File: src/ies_pkg.sv
package ies_pkg;
	// register byte offsets
	localparam logic [4:0] OFF_CTRL = 5'h00;
	localparam logic [4:0] OFF_ACC  = 5'h04;
	localparam logic [4:0] OFF_STAT = 5'h08;
	localparam logic [4:0] OFF_FADR = 5'h0c;
	localparam logic [4:0] OFF_FDAT = 5'h10;
	localparam logic [4:0] OFF_PC   = 5'h14;
	localparam logic [4:0] OFF_PUSH = 5'h18;
	localparam logic [4:0] OFF_WDT  = 5'h1c;
	// control word fields
	localparam int CTRL_OP_LSB   = 0;
	localparam int CTRL_DST_BIT  = 4;
	localparam int CTRL_F_LSB    = 8;
	localparam int CTRL_K_LSB    = 16;
	localparam int CTRL_WAKE_BIT = 31;
	// status bit positions
	localparam int SB_C    = 0;
	localparam int SB_DC   = 1;
	localparam int SB_Z    = 2;
	localparam int SB_PD   = 3;
	localparam int SB_TO   = 4;
	localparam int SB_SLP  = 5;
	localparam int SB_BUSY = 6;
	// operation codes
	localparam logic [3:0] OP_NOP    = 4'h0;
	localparam logic [3:0] OP_SLEEP  = 4'h1;
	localparam logic [3:0] OP_RETURN = 4'h2;
	localparam logic [3:0] OP_RRF    = 4'h3;
	localparam logic [3:0] OP_LITERAL_MINUS_ACC  = 4'h4;
	localparam logic [3:0] OP_REG_MINUS_ACC  = 4'h5;
	localparam logic [3:0] OP_NIBBLE_EXCHANGE  = 4'h6;
	localparam logic [3:0] OP_XOR_ACC_REG  = 4'h7;
	localparam logic [3:0] OP_XOR_ACC_LITERAL  = 4'h8;
	localparam logic       DEST_ACC  = 1'b0;
	localparam logic       DEST_FILE = 1'b1;
	// reset and clear values
	localparam logic [7:0]  ACC_RST  = 8'h00;
	localparam logic [7:0]  WDT_CLR  = 8'h00;
	localparam logic [12:0] PC_RST   = 13'h0000;
	localparam logic        TO_RST   = 1'b1;
	localparam logic        PD_RST   = 1'b1;
	localparam logic [1:0]  RESP_OK  = 2'b00;
	localparam logic [1:0]  RESP_ERR = 2'b10;
	typedef enum logic [1:0] {IES_RUN, IES_RET, IES_SLEEP} ies_state_e;
endpackage

File: src/ies_core.sv
// The implementer's own choices: the AXI4-Lite register port and the register addresses.
`timescale 1ns/1ps
module ies_core #(
	parameter int PRESC_W = 7,
	parameter int DEPTH_W = 3
) (
	// clock and reset
	input  wire logic        CLK,
	input  wire logic        RST,
	// write address and data
	input  wire logic [4:0]  S_AXI_AWADDR,
	input  wire logic        S_AXI_AWVALID,
	output logic             S_AXI_AWREADY,
	input  wire logic [31:0] S_AXI_WDATA,
	input  wire logic [3:0]  S_AXI_WSTRB,
	input  wire logic        S_AXI_WVALID,
	output logic             S_AXI_WREADY,
	// write response
	output logic [1:0]       S_AXI_BRESP,
	output logic             S_AXI_BVALID,
	input  wire logic        S_AXI_BREADY,
	// read
	input  wire logic [4:0]  S_AXI_ARADDR,
	input  wire logic        S_AXI_ARVALID,
	output logic             S_AXI_ARREADY,
	output logic [31:0]      S_AXI_RDATA,
	output logic [1:0]       S_AXI_RRESP,
	output logic             S_AXI_RVALID,
	input  wire logic        S_AXI_RREADY,
	// power state
	output logic             OSC_RUN,
	output logic             SLEEPING
);
	ies_pkg::ies_state_e state_q;
	logic [7:0]  fmem [128];
	logic [12:0] stack_mem [2**DEPTH_W];
	logic [DEPTH_W-1:0] sp_q;
	logic [12:0] pc_q;
	logic [7:0]  acc_q;
	logic [6:0]  fadr_q;
	logic        c_q, dc_q, z_q, to_q, pd_q;
	logic [PRESC_W-1:0] presc_q;
	logic [7:0]  wdt_q;
	logic        ex_go_q, ex_dst_q;
	logic [3:0]  ex_op_q;
	logic [6:0]  ex_f_q;
	logic [7:0]  ex_k_q;
	logic [4:0]  aw_addr_q;
	logic [31:0] w_data_q;
	logic        aw_full_q, w_full_q;
	logic        wr_take, wr_ok, ins_ok, wake_ok, busy, exec, wdt_ovf;
	logic [7:0]  alu_res;
	logic        alu_c, alu_dc, alu_z, wr_c, wr_dc, wr_z, dest_op;
	logic [12:0] stack_head;
	logic [31:0] rd_word;
	logic        rd_hit;

	ies_alu u_alu (
		.op     (ex_op_q),
		.acc    (acc_q),
		.freg   (fmem[ex_f_q]),
		.lit    (ex_k_q),
		.c_in   (c_q),
		.res    (alu_res),
		.c_out  (alu_c),
		.dc_out (alu_dc),
		.z_out  (alu_z),
		.wr_c   (wr_c),
		.wr_dc  (wr_dc),
		.wr_z   (wr_z)
	);

	assign exec = ex_go_q;
	assign busy = ex_go_q | (state_q == ies_pkg::IES_RET);
	assign stack_head = stack_mem[sp_q - 1'b1];
	assign dest_op = (ex_op_q == ies_pkg::OP_RRF) | (ex_op_q == ies_pkg::OP_REG_MINUS_ACC) |
		(ex_op_q == ies_pkg::OP_NIBBLE_EXCHANGE) | (ex_op_q == ies_pkg::OP_XOR_ACC_REG);
	assign wdt_ovf = (&presc_q) & (&wdt_q);

	// one write completes only when both halves are held and no response is pending
	assign wr_take = aw_full_q & w_full_q & ~S_AXI_BVALID;
	assign ins_ok = (state_q == ies_pkg::IES_RUN) & ~busy & ~w_data_q[ies_pkg::CTRL_WAKE_BIT];
	assign wake_ok = (state_q == ies_pkg::IES_SLEEP) & w_data_q[ies_pkg::CTRL_WAKE_BIT];
	always_comb begin
		case (aw_addr_q)
			ies_pkg::OFF_CTRL: wr_ok = ins_ok | wake_ok;
			ies_pkg::OFF_ACC, ies_pkg::OFF_STAT, ies_pkg::OFF_FADR: wr_ok = ~busy;
			ies_pkg::OFF_FDAT, ies_pkg::OFF_PUSH: wr_ok = ~busy;
			default: wr_ok = 1'b0;
		endcase
	end

	// write channels, taken in either order
	always_ff @(posedge CLK) begin
		if (RST) begin
			aw_full_q <= 1'b0;
			w_full_q <= 1'b0;
			S_AXI_AWREADY <= 1'b1;
			S_AXI_WREADY <= 1'b1;
			S_AXI_BVALID <= 1'b0;
			S_AXI_BRESP <= ies_pkg::RESP_OK;
			aw_addr_q <= 5'h00;
			w_data_q <= 32'h00000000;
		end else begin
			if (S_AXI_AWVALID & S_AXI_AWREADY) begin
				aw_full_q <= 1'b1;
				S_AXI_AWREADY <= 1'b0;
				aw_addr_q <= {S_AXI_AWADDR[4:2], 2'b00};
			end
			if (S_AXI_WVALID & S_AXI_WREADY) begin
				w_full_q <= 1'b1;
				S_AXI_WREADY <= 1'b0;
				w_data_q <= S_AXI_WDATA;
			end
			if (wr_take) begin
				aw_full_q <= 1'b0;
				w_full_q <= 1'b0;
				S_AXI_AWREADY <= 1'b1;
				S_AXI_WREADY <= 1'b1;
				S_AXI_BVALID <= 1'b1;
				S_AXI_BRESP <= wr_ok ? ies_pkg::RESP_OK : ies_pkg::RESP_ERR;
			end else if (S_AXI_BVALID & S_AXI_BREADY) begin
				S_AXI_BVALID <= 1'b0;
			end
		end
	end

	// instruction latch; executes on the following edge
	always_ff @(posedge CLK) begin
		if (RST) begin
			ex_go_q <= 1'b0;
			ex_op_q <= ies_pkg::OP_NOP;
			ex_dst_q <= ies_pkg::DEST_ACC;
			ex_f_q <= 7'h00;
			ex_k_q <= 8'h00;
		end else begin
			ex_go_q <= wr_take & (aw_addr_q == ies_pkg::OFF_CTRL) & ins_ok;
			if (wr_take & (aw_addr_q == ies_pkg::OFF_CTRL) & ins_ok) begin
				ex_op_q <= w_data_q[ies_pkg::CTRL_OP_LSB +: 4];
				ex_dst_q <= w_data_q[ies_pkg::CTRL_DST_BIT];
				ex_f_q <= w_data_q[ies_pkg::CTRL_F_LSB +: 7];
				ex_k_q <= w_data_q[ies_pkg::CTRL_K_LSB +: 8];
			end
		end
	end

	// power state; the watchdog is cleared on entering sleep, then keeps counting through it
	always_ff @(posedge CLK) begin
		if (RST) begin
			state_q <= ies_pkg::IES_RUN;
			OSC_RUN <= 1'b1;
			SLEEPING <= 1'b0;
		end else begin
			case (state_q)
				ies_pkg::IES_RUN: begin
					if (exec & (ex_op_q == ies_pkg::OP_SLEEP)) begin
						state_q <= ies_pkg::IES_SLEEP;
						OSC_RUN <= 1'b0;
						SLEEPING <= 1'b1;
					end else if (exec & (ex_op_q == ies_pkg::OP_RETURN)) begin
						state_q <= ies_pkg::IES_RET;
					end
				end
				ies_pkg::IES_RET: state_q <= ies_pkg::IES_RUN;
				ies_pkg::IES_SLEEP: begin
					if (wdt_ovf | (wr_take & (aw_addr_q == ies_pkg::OFF_CTRL) & wake_ok)) begin
						state_q <= ies_pkg::IES_RUN;
						OSC_RUN <= 1'b1;
						SLEEPING <= 1'b0;
					end
				end
				default: state_q <= ies_pkg::IES_RUN;
			endcase
		end
	end

	// watchdog counter and its prescaler
	always_ff @(posedge CLK) begin
		if (RST) begin
			presc_q <= '0;
			wdt_q <= ies_pkg::WDT_CLR;
		end else if (exec & (ex_op_q == ies_pkg::OP_SLEEP)) begin
			presc_q <= '0;
			wdt_q <= ies_pkg::WDT_CLR;
		end else begin
			presc_q <= presc_q + 1'b1;
			if (&presc_q) begin
				wdt_q <= wdt_q + 8'h01;
			end
		end
	end

	// status flags; bus writes lose to the instruction by branch order, though the two cannot coincide
	always_ff @(posedge CLK) begin
		if (RST) begin
			c_q <= 1'b0;
			dc_q <= 1'b0;
			z_q <= 1'b0;
			to_q <= ies_pkg::TO_RST;
			pd_q <= ies_pkg::PD_RST;
		end else begin
			if (exec & (ex_op_q == ies_pkg::OP_SLEEP)) begin
				to_q <= 1'b1;
				pd_q <= 1'b0;
			end else if (wdt_ovf) begin
				to_q <= 1'b0;
			end
			if (exec) begin
				if (wr_c) c_q <= alu_c;
				if (wr_dc) dc_q <= alu_dc;
				if (wr_z) z_q <= alu_z;
			end else if (wr_take & wr_ok & (aw_addr_q == ies_pkg::OFF_STAT)) begin
				c_q <= w_data_q[ies_pkg::SB_C];
				dc_q <= w_data_q[ies_pkg::SB_DC];
				z_q <= w_data_q[ies_pkg::SB_Z];
			end
		end
	end

	// accumulator and file address
	always_ff @(posedge CLK) begin
		if (RST) begin
			acc_q <= ies_pkg::ACC_RST;
			fadr_q <= 7'h00;
		end else begin
			if (exec & ((dest_op & (ex_dst_q == ies_pkg::DEST_ACC)) |
				(ex_op_q == ies_pkg::OP_LITERAL_MINUS_ACC) | (ex_op_q == ies_pkg::OP_XOR_ACC_LITERAL))) begin
				acc_q <= alu_res;
			end else if (wr_take & wr_ok & (aw_addr_q == ies_pkg::OFF_ACC)) begin
				acc_q <= w_data_q[7:0];
			end
			if (wr_take & wr_ok & (aw_addr_q == ies_pkg::OFF_FADR)) begin
				fadr_q <= w_data_q[6:0];
			end
		end
	end

	// file registers; contents are not reset
	always_ff @(posedge CLK) begin
		if (exec & dest_op & (ex_dst_q == ies_pkg::DEST_FILE)) begin
			fmem[ex_f_q] <= alu_res;
		end else if (wr_take & wr_ok & (aw_addr_q == ies_pkg::OFF_FDAT)) begin
			fmem[fadr_q] <= w_data_q[7:0];
		end
	end

	// circular stack, as in the core: overflow silently wraps
	always_ff @(posedge CLK) begin
		if (RST) begin
			sp_q <= '0;
			pc_q <= ies_pkg::PC_RST;
		end else if (exec & (ex_op_q == ies_pkg::OP_RETURN)) begin
			sp_q <= sp_q - 1'b1;
			pc_q <= stack_head;
		end else begin
			if (exec) begin
				pc_q <= pc_q + 13'h0001;
			end
			if (wr_take & wr_ok & (aw_addr_q == ies_pkg::OFF_PUSH)) begin
				stack_mem[sp_q] <= w_data_q[12:0];
				sp_q <= sp_q + 1'b1;
			end
		end
	end

	// read channel, one cycle after the address is taken
	always_comb begin
		rd_hit = 1'b1;
		rd_word = 32'h00000000;
		case ({S_AXI_ARADDR[4:2], 2'b00})
			ies_pkg::OFF_CTRL: rd_word = {24'h000000, ex_k_q};
			ies_pkg::OFF_ACC: rd_word = {24'h000000, acc_q};
			ies_pkg::OFF_STAT: rd_word = {25'h0000000, busy, SLEEPING, to_q, pd_q, z_q, dc_q, c_q};
			ies_pkg::OFF_FADR: rd_word = {25'h0000000, fadr_q};
			ies_pkg::OFF_FDAT: rd_word = {24'h000000, fmem[fadr_q]};
			ies_pkg::OFF_PC: rd_word = {19'h00000, pc_q};
			ies_pkg::OFF_PUSH: rd_word = {{(32 - DEPTH_W){1'b0}}, sp_q};
			ies_pkg::OFF_WDT: rd_word = {24'h000000, wdt_q};
			default: rd_hit = 1'b0;
		endcase
	end

	always_ff @(posedge CLK) begin
		if (RST) begin
			S_AXI_ARREADY <= 1'b1;
			S_AXI_RVALID <= 1'b0;
			S_AXI_RDATA <= 32'h00000000;
			S_AXI_RRESP <= ies_pkg::RESP_OK;
		end else if (S_AXI_ARVALID & S_AXI_ARREADY) begin
			S_AXI_ARREADY <= 1'b0;
			S_AXI_RVALID <= 1'b1;
			S_AXI_RDATA <= rd_word;
			S_AXI_RRESP <= rd_hit ? ies_pkg::RESP_OK : ies_pkg::RESP_ERR;
		end else if (S_AXI_RVALID & S_AXI_RREADY) begin
			S_AXI_RVALID <= 1'b0;
			S_AXI_ARREADY <= 1'b1;
		end
	end
endmodule

File: src/ies_alu.sv
`timescale 1ns/1ps
module ies_alu (
	// operation and operands
	input  wire logic [3:0] op,
	input  wire logic [7:0] acc,
	input  wire logic [7:0] freg,
	input  wire logic [7:0] lit,
	input  wire logic       c_in,
	// result and flag updates
	output logic [7:0] res,
	output logic       c_out,
	output logic       dc_out,
	output logic       z_out,
	output logic       wr_c,
	output logic       wr_dc,
	output logic       wr_z
);
	// {carry, digit carry, difference}; carry high means no borrow
	function automatic logic [9:0] sub_flags(input logic [7:0] a, input logic [7:0] b);
		logic [8:0] full;
		logic [4:0] lo;
		full = {1'b0, a} + {1'b0, ~b} + 9'h001;
		lo = {1'b0, a[3:0]} + {1'b0, ~b[3:0]} + 5'h01;
		return {full[8], lo[4], full[7:0]};
	endfunction

	logic [9:0] sub_r;

	always_comb begin
		sub_r = 10'h000;
		res = freg;
		c_out = c_in;
		dc_out = 1'b0;
		wr_c = 1'b0;
		wr_dc = 1'b0;
		wr_z = 1'b0;
		case (op)
			ies_pkg::OP_RRF: begin
				res = {c_in, freg[7:1]};
				c_out = freg[0];
				wr_c = 1'b1;
			end
			ies_pkg::OP_LITERAL_MINUS_ACC: begin
				sub_r = sub_flags(lit, acc);
				res = sub_r[7:0];
				c_out = sub_r[9];
				dc_out = sub_r[8];
				wr_c = 1'b1;
				wr_dc = 1'b1;
				wr_z = 1'b1;
			end
			ies_pkg::OP_REG_MINUS_ACC: begin
				sub_r = sub_flags(freg, acc);
				res = sub_r[7:0];
				c_out = sub_r[9];
				dc_out = sub_r[8];
				wr_c = 1'b1;
				wr_dc = 1'b1;
				wr_z = 1'b1;
			end
			ies_pkg::OP_NIBBLE_EXCHANGE: begin
				res = {freg[3:0], freg[7:4]};
			end
			ies_pkg::OP_XOR_ACC_REG: begin
				res = acc ^ freg;
				wr_z = 1'b1;
			end
			ies_pkg::OP_XOR_ACC_LITERAL: begin
				res = acc ^ lit;
				wr_z = 1'b1;
			end
			default: begin
				res = freg;
			end
		endcase
		z_out = (res == 8'h00);
	end
endmodule

File: config.mk
export PLATFORM = sky130hd
export DESIGN_NAME = ies_core
export DESIGN_NICKNAME = d
export VERILOG_FILES = /design/src/ies_pkg.sv /design/src/ies_core.sv /design/src/ies_alu.sv
export SDC_FILE = /design/constraint.sdc
export NUM_CORES = 2
export LEC_CHECK = 0
export BUFFER_PORTS_ARGS = -buffer_cell sky130_fd_sc_hd__buf_2
export CORE_MARGIN = 2
export CORE_UTILIZATION = 40
export DETAILED_ROUTE_END_ITERATION = 12
export MAX_ROUTING_LAYER = met4
export PLACE_DENSITY = 0.62
export SLEW_MARGIN = 20
export SYNTH_ARGS = -nofsm -noshare
export SYNTH_HDL_FRONTEND = slang
export SYNTH_SLANG_ARGS = --single-unit
File: constraint.sdc
create_clock -name CLK -period 10.3 [get_ports CLK]
set_input_delay 2.06 -clock CLK [delete_from_list [all_inputs] [get_ports CLK]]
set_output_delay 2.06 -clock CLK [all_outputs]
set_load 0.005 [all_outputs]
==> impl_summary.log <==
[metrics] Design Area, Final: 66800 µm²
[metrics] Highest Clock Rate: 127 MHz
[metrics] global-route wire length before repair: 263000 µm
[metrics] number of buffers inserted during clock tree synthesis: 137
[metrics] number of global-route vias before repair: 35100
[metrics] sum of net half-perimeters after detailed placement: 121000 µm
[metrics] dominant cells by area after synthesis: sky130_fd_sc_hd__edfxtp_1 (56%), sky130_fd_sc_hd__mux4_2 (20%), sky130_fd_sc_hd__dfxtp_1 (4.6%)
[metrics] IR drop worst, VDD: 0.000173 V
[metrics] area occupied by registers: 36700 µm²
[metrics] synthesized area per cell: 16.5 µm²
[metrics] via/cell ratio: 6.29
[metrics] synthesized area: 60100 µm²
[metrics] final wirelength: 186000 µm
[metrics] Final setup viols: 0
[metrics] sum of met2 wire segment lengths after detailed routing: 84600 µm
[metrics] detailed-route via count: 36400
[metrics] share of synthesized area occupied by flip-flops and latches: 61.0%
[metrics] initial standard-cell utilization of the core: 40.2%
[metrics] Data arrival, critical path: 8.32 ns
[metrics] Final Skew: 0.0588 ns
[metrics] Post-DP Area: 62400 µm²
[metrics] fraction of post-synthesis cell area in the top cell type by area: 56.4%
[metrics] fraction of final layout cells sized beyond drive strength 1: 25.7%
[metrics] post-CTS setup buffer count: 0
[metrics] total met3 wirelength after detailed routing: 20500 µm
[metrics] status: completed
[metrics] global router's overall resource usage: 24.9%
[metrics] largest fanout of any net on the critical path: 65
[metrics] hold-fix buffers at CTS: 0
[metrics] leakage dissipation: 20.2 nW
[metrics] Die H: 392 µm
[metrics] deepest clock path buffer count: 3
[metrics] die width: 392 µm
[metrics] largest net degree at the start of global routing: 113
[metrics] antenna violations before repair: 12
[metrics] #FFs+latches synth: 1266
[metrics] number of detailed-routing iterations run before antenna repair: 6
[metrics] max-capacitance violation count: 0
[metrics] final-report max-slew violation count: 0
[metrics] Clk Latency, worst-skew pair: 0.78 ns
[metrics] GR Overflow Total: 0
[metrics] number of primary I/O pins: 96
[metrics] clock transition at the registers of the reported paths: 0.06 ns
[metrics] share of synthesized flip-flops with an asynchronous set or reset: 0%
[metrics] weighted congestion reported at the end of routability-driven placement: 0.936
[metrics] number of placement rows: 142
[metrics] setup repair after global routing missed its margin: false
[metrics] cell count after synthesis: 3636
[metrics] final hold viol count: 0
[metrics] final worst-path cycle share: 76.2%
[metrics] Yosys cell types: 91
[metrics] number of nets with antenna violations after detailed routing: 0
[metrics] required arrival time at the worst endpoint: 10.77 ns
[metrics] type of destination of the critical path: flip-flop
[metrics] Post-synth EDFFs: 1128
[metrics] cells resized by post-CTS repair: 0
[metrics] PortBufs: 57
[metrics] cell taking the most area after synthesis: sky130_fd_sc_hd__edfxtp_1
[metrics] kind of start point of the critical path: flip-flop
[metrics] iteration-0 DRC count of the detailed router: 5087
[metrics] clock sink total: 1266
[metrics] accumulated negative setup slack: 0 ns
[metrics] metal1 wirelength: 73800 µm
[metrics] root cell of the clock tree: sky130_fd_sc_hd__clkbuf_16
[metrics] Die Outline Area: 153000 µm²
[metrics] Yosys warning total: 0
[metrics] areal power density over the cells: 159 nW/µm²
[metrics] transition time of the tightest slew-check pin: 1.30 ns
[metrics] Clock H-tree levels: 4
[metrics] drc violations: 0
[metrics] highest metal used: met4
[metrics] layout filler cell count: 12900
[metrics] CTS tree: built
[metrics] area of the core region: 150000 µm²
[metrics] worst hold path type: reg -> reg
[metrics] routed wirelength normalized by instance count: 32.1 µm
[metrics] Post-synth top flop: sky130_fd_sc_hd__edfxtp_1
[metrics] category of the critical setup timing path: reg -> reg
[metrics] max-slew headroom at the worst pin: 11.3%
[metrics] nets@finish: 3735
[metrics] final critical delay including setup and external delays: 7.85 ns
[metrics] area growth from synthesis to layout: 11.1%
[metrics] area taken by multi-input logic gates: 22000 µm²
==> final cells by class <==
cell class / instances / area share, %
clock inverter: 68 / 0.873
inverter: 40 / 0.225
clock buffer: 173 / 5.55
antenna: 12 / 0.0450
tap: 2016 / 3.78
multi-input combinational: 2057 / 32.9
timing repair buffer: 156 / 1.73
sequential: 1266 / 54.9
==> flip-flops by register name, summed over array words and instances (netlist names), 8 cells and up, named ones only <==
signal / count
S_AXI_RDATA: 13
ex_k_q: 8
w_data_q: 24
wdt_q: 8
acc_q: 8
fmem: 1024
pc_q: 13
stack_mem: 104
==> where the power goes <==
part / internal, mW / total, mW / switching [mW]
logic: 0.0586 / 0.219 / 0.160
registers: 5.60 / 5.62 / 0.0232
clock network: 2.75 / 4.81 / 2.05
total: 8.41 / 10.6 / 2.24
==> routing by layer <==
metal	global-route usage (%)	up-vias
met3	6.23	353
met5	-	-
li1	-	14800
met2	36.6	2086
met1	33.6	19100
met4	8.69	0
==> placed cells by master, fill, tap and decap left out, types with 22 or more instances in the layout <==
cell type                   Yosys  routed
sky130_fd_sc_hd__buf_2         67      56
sky130_fd_sc_hd__edfxtp_1    1128    1128
sky130_fd_sc_hd__buf_4         54      90
sky130_fd_sc_hd__nand3_1       52      52
sky130_fd_sc_hd__inv_1         38      37
sky130_fd_sc_hd__nand2_1      179     179
sky130_fd_sc_hd__conb_1         1      22
sky130_fd_sc_hd__o21ai_0       68      66
sky130_fd_sc_hd__a21oi_1      107     107
sky130_fd_sc_hd__mux4_2       527     527
sky130_fd_sc_hd__nor3_1        27      25
sky130_fd_sc_hd__clkbuf_16      0     142
sky130_fd_sc_hd__dfxtp_1      138     129
sky130_fd_sc_hd__mux2i_1      261     261
sky130_fd_sc_hd__a22oi_1       96      96
sky130_fd_sc_hd__ha_1          22      22
sky130_fd_sc_hd__clkbuf_1     123      27
sky130_fd_sc_hd__clkinv_1       2      26
sky130_fd_sc_hd__or2_2         25      25
sky130_fd_sc_hd__a211oi_1      24      24
sky130_fd_sc_hd__nor2b_1       31      30
sky130_fd_sc_hd__nor2_1       281     262
==> stage by stage <==
stage	std cells	total power, mW	util (%)	worst slack, ns	hold slack [ns]
after floorplan	3657	5.86	-	0.0699	0.418
after global placement	5534	5.94	41.7	2.72	0.435
after detailed placement	5534	5.94	41.7	2.74	0.439
after CTS	5775	10.7	44.6	2.66	0.453
after global routing	5785	10.9	44.7	2.19	0.479
final	5788	10.6	44.7	2.45	0.448
==> final timing paths <==
path	from	to	slack, ns	cells past startpoint
max	flip-flop	fmem[72][5]$_DFFE_PP_	2.45	17
min	presc_q[0]$_SDFF_PP0_	presc_q[0]$_SDFF_PP0_	0.45	1
max reg2reg	flip-flop	fmem[72][5]$_DFFE_PP_	2.45	17
min reg2reg	presc_q[0]$_SDFF_PP0_	presc_q[0]$_SDFF_PP0_	0.45	1
==> critical path: stages, from the launching register on <==
cell,delay (ns)
sky130_fd_sc_hd__dfxtp_4,0.68
sky130_fd_sc_hd__buf_4,0.79
sky130_fd_sc_hd__buf_4,0.49
sky130_fd_sc_hd__mux4_2,0.40
sky130_fd_sc_hd__a2111oi_0,1.14
sky130_fd_sc_hd__a211o_1,0.26
sky130_fd_sc_hd__a32oi_2,0.28
sky130_fd_sc_hd__ha_1,0.43
sky130_fd_sc_hd__o21a_1,0.15
sky130_fd_sc_hd__o211a_1,0.22
sky130_fd_sc_hd__a211oi_1,0.31
sky130_fd_sc_hd__xnor2_1,0.16
sky130_fd_sc_hd__a221oi_1,0.13
sky130_fd_sc_hd__a41oi_1,0.26
sky130_fd_sc_hd__o22ai_1,0.21
sky130_fd_sc_hd__o21ai_4,0.16
sky130_fd_sc_hd__buf_4,0.60
sky130_fd_sc_hd__buf_4,0.69
==> cells by family after synthesis <==
| kind of cell | after synthesis | synth area share [%] |
|---|---|---|
| DFF | 1266 | 61.0 |
| muxes | 802 | 24.4 |
| and+or+nand+nor | 713 | 5.47 |
| AOI/OAI and AO/OA | 468 | 5.37 |
| buffers and inverters | 334 | 2.84 |
| xor gates and xnor gates | 27 | 0.393 |
| adders and majority gates | 25 | 0.541 |
| other | 1 | 0.00624 |
==> synthesized netlist by cell type (all sizes together) (22+ instances only) <==
library cell / number
edfxtp: 1128
inv: 38
dfxtp: 138
nor3: 27
nor2b: 31
o21ai: 73
a211oi: 24
ha: 22
mux2i: 261
mux4: 530
nand3: 52
clkbuf: 123
or2: 29
buf: 171
nand2: 180
a21oi: 107
nor2: 282
a22oi: 96
No activity file was read; power rests on OpenSTA's default activity.
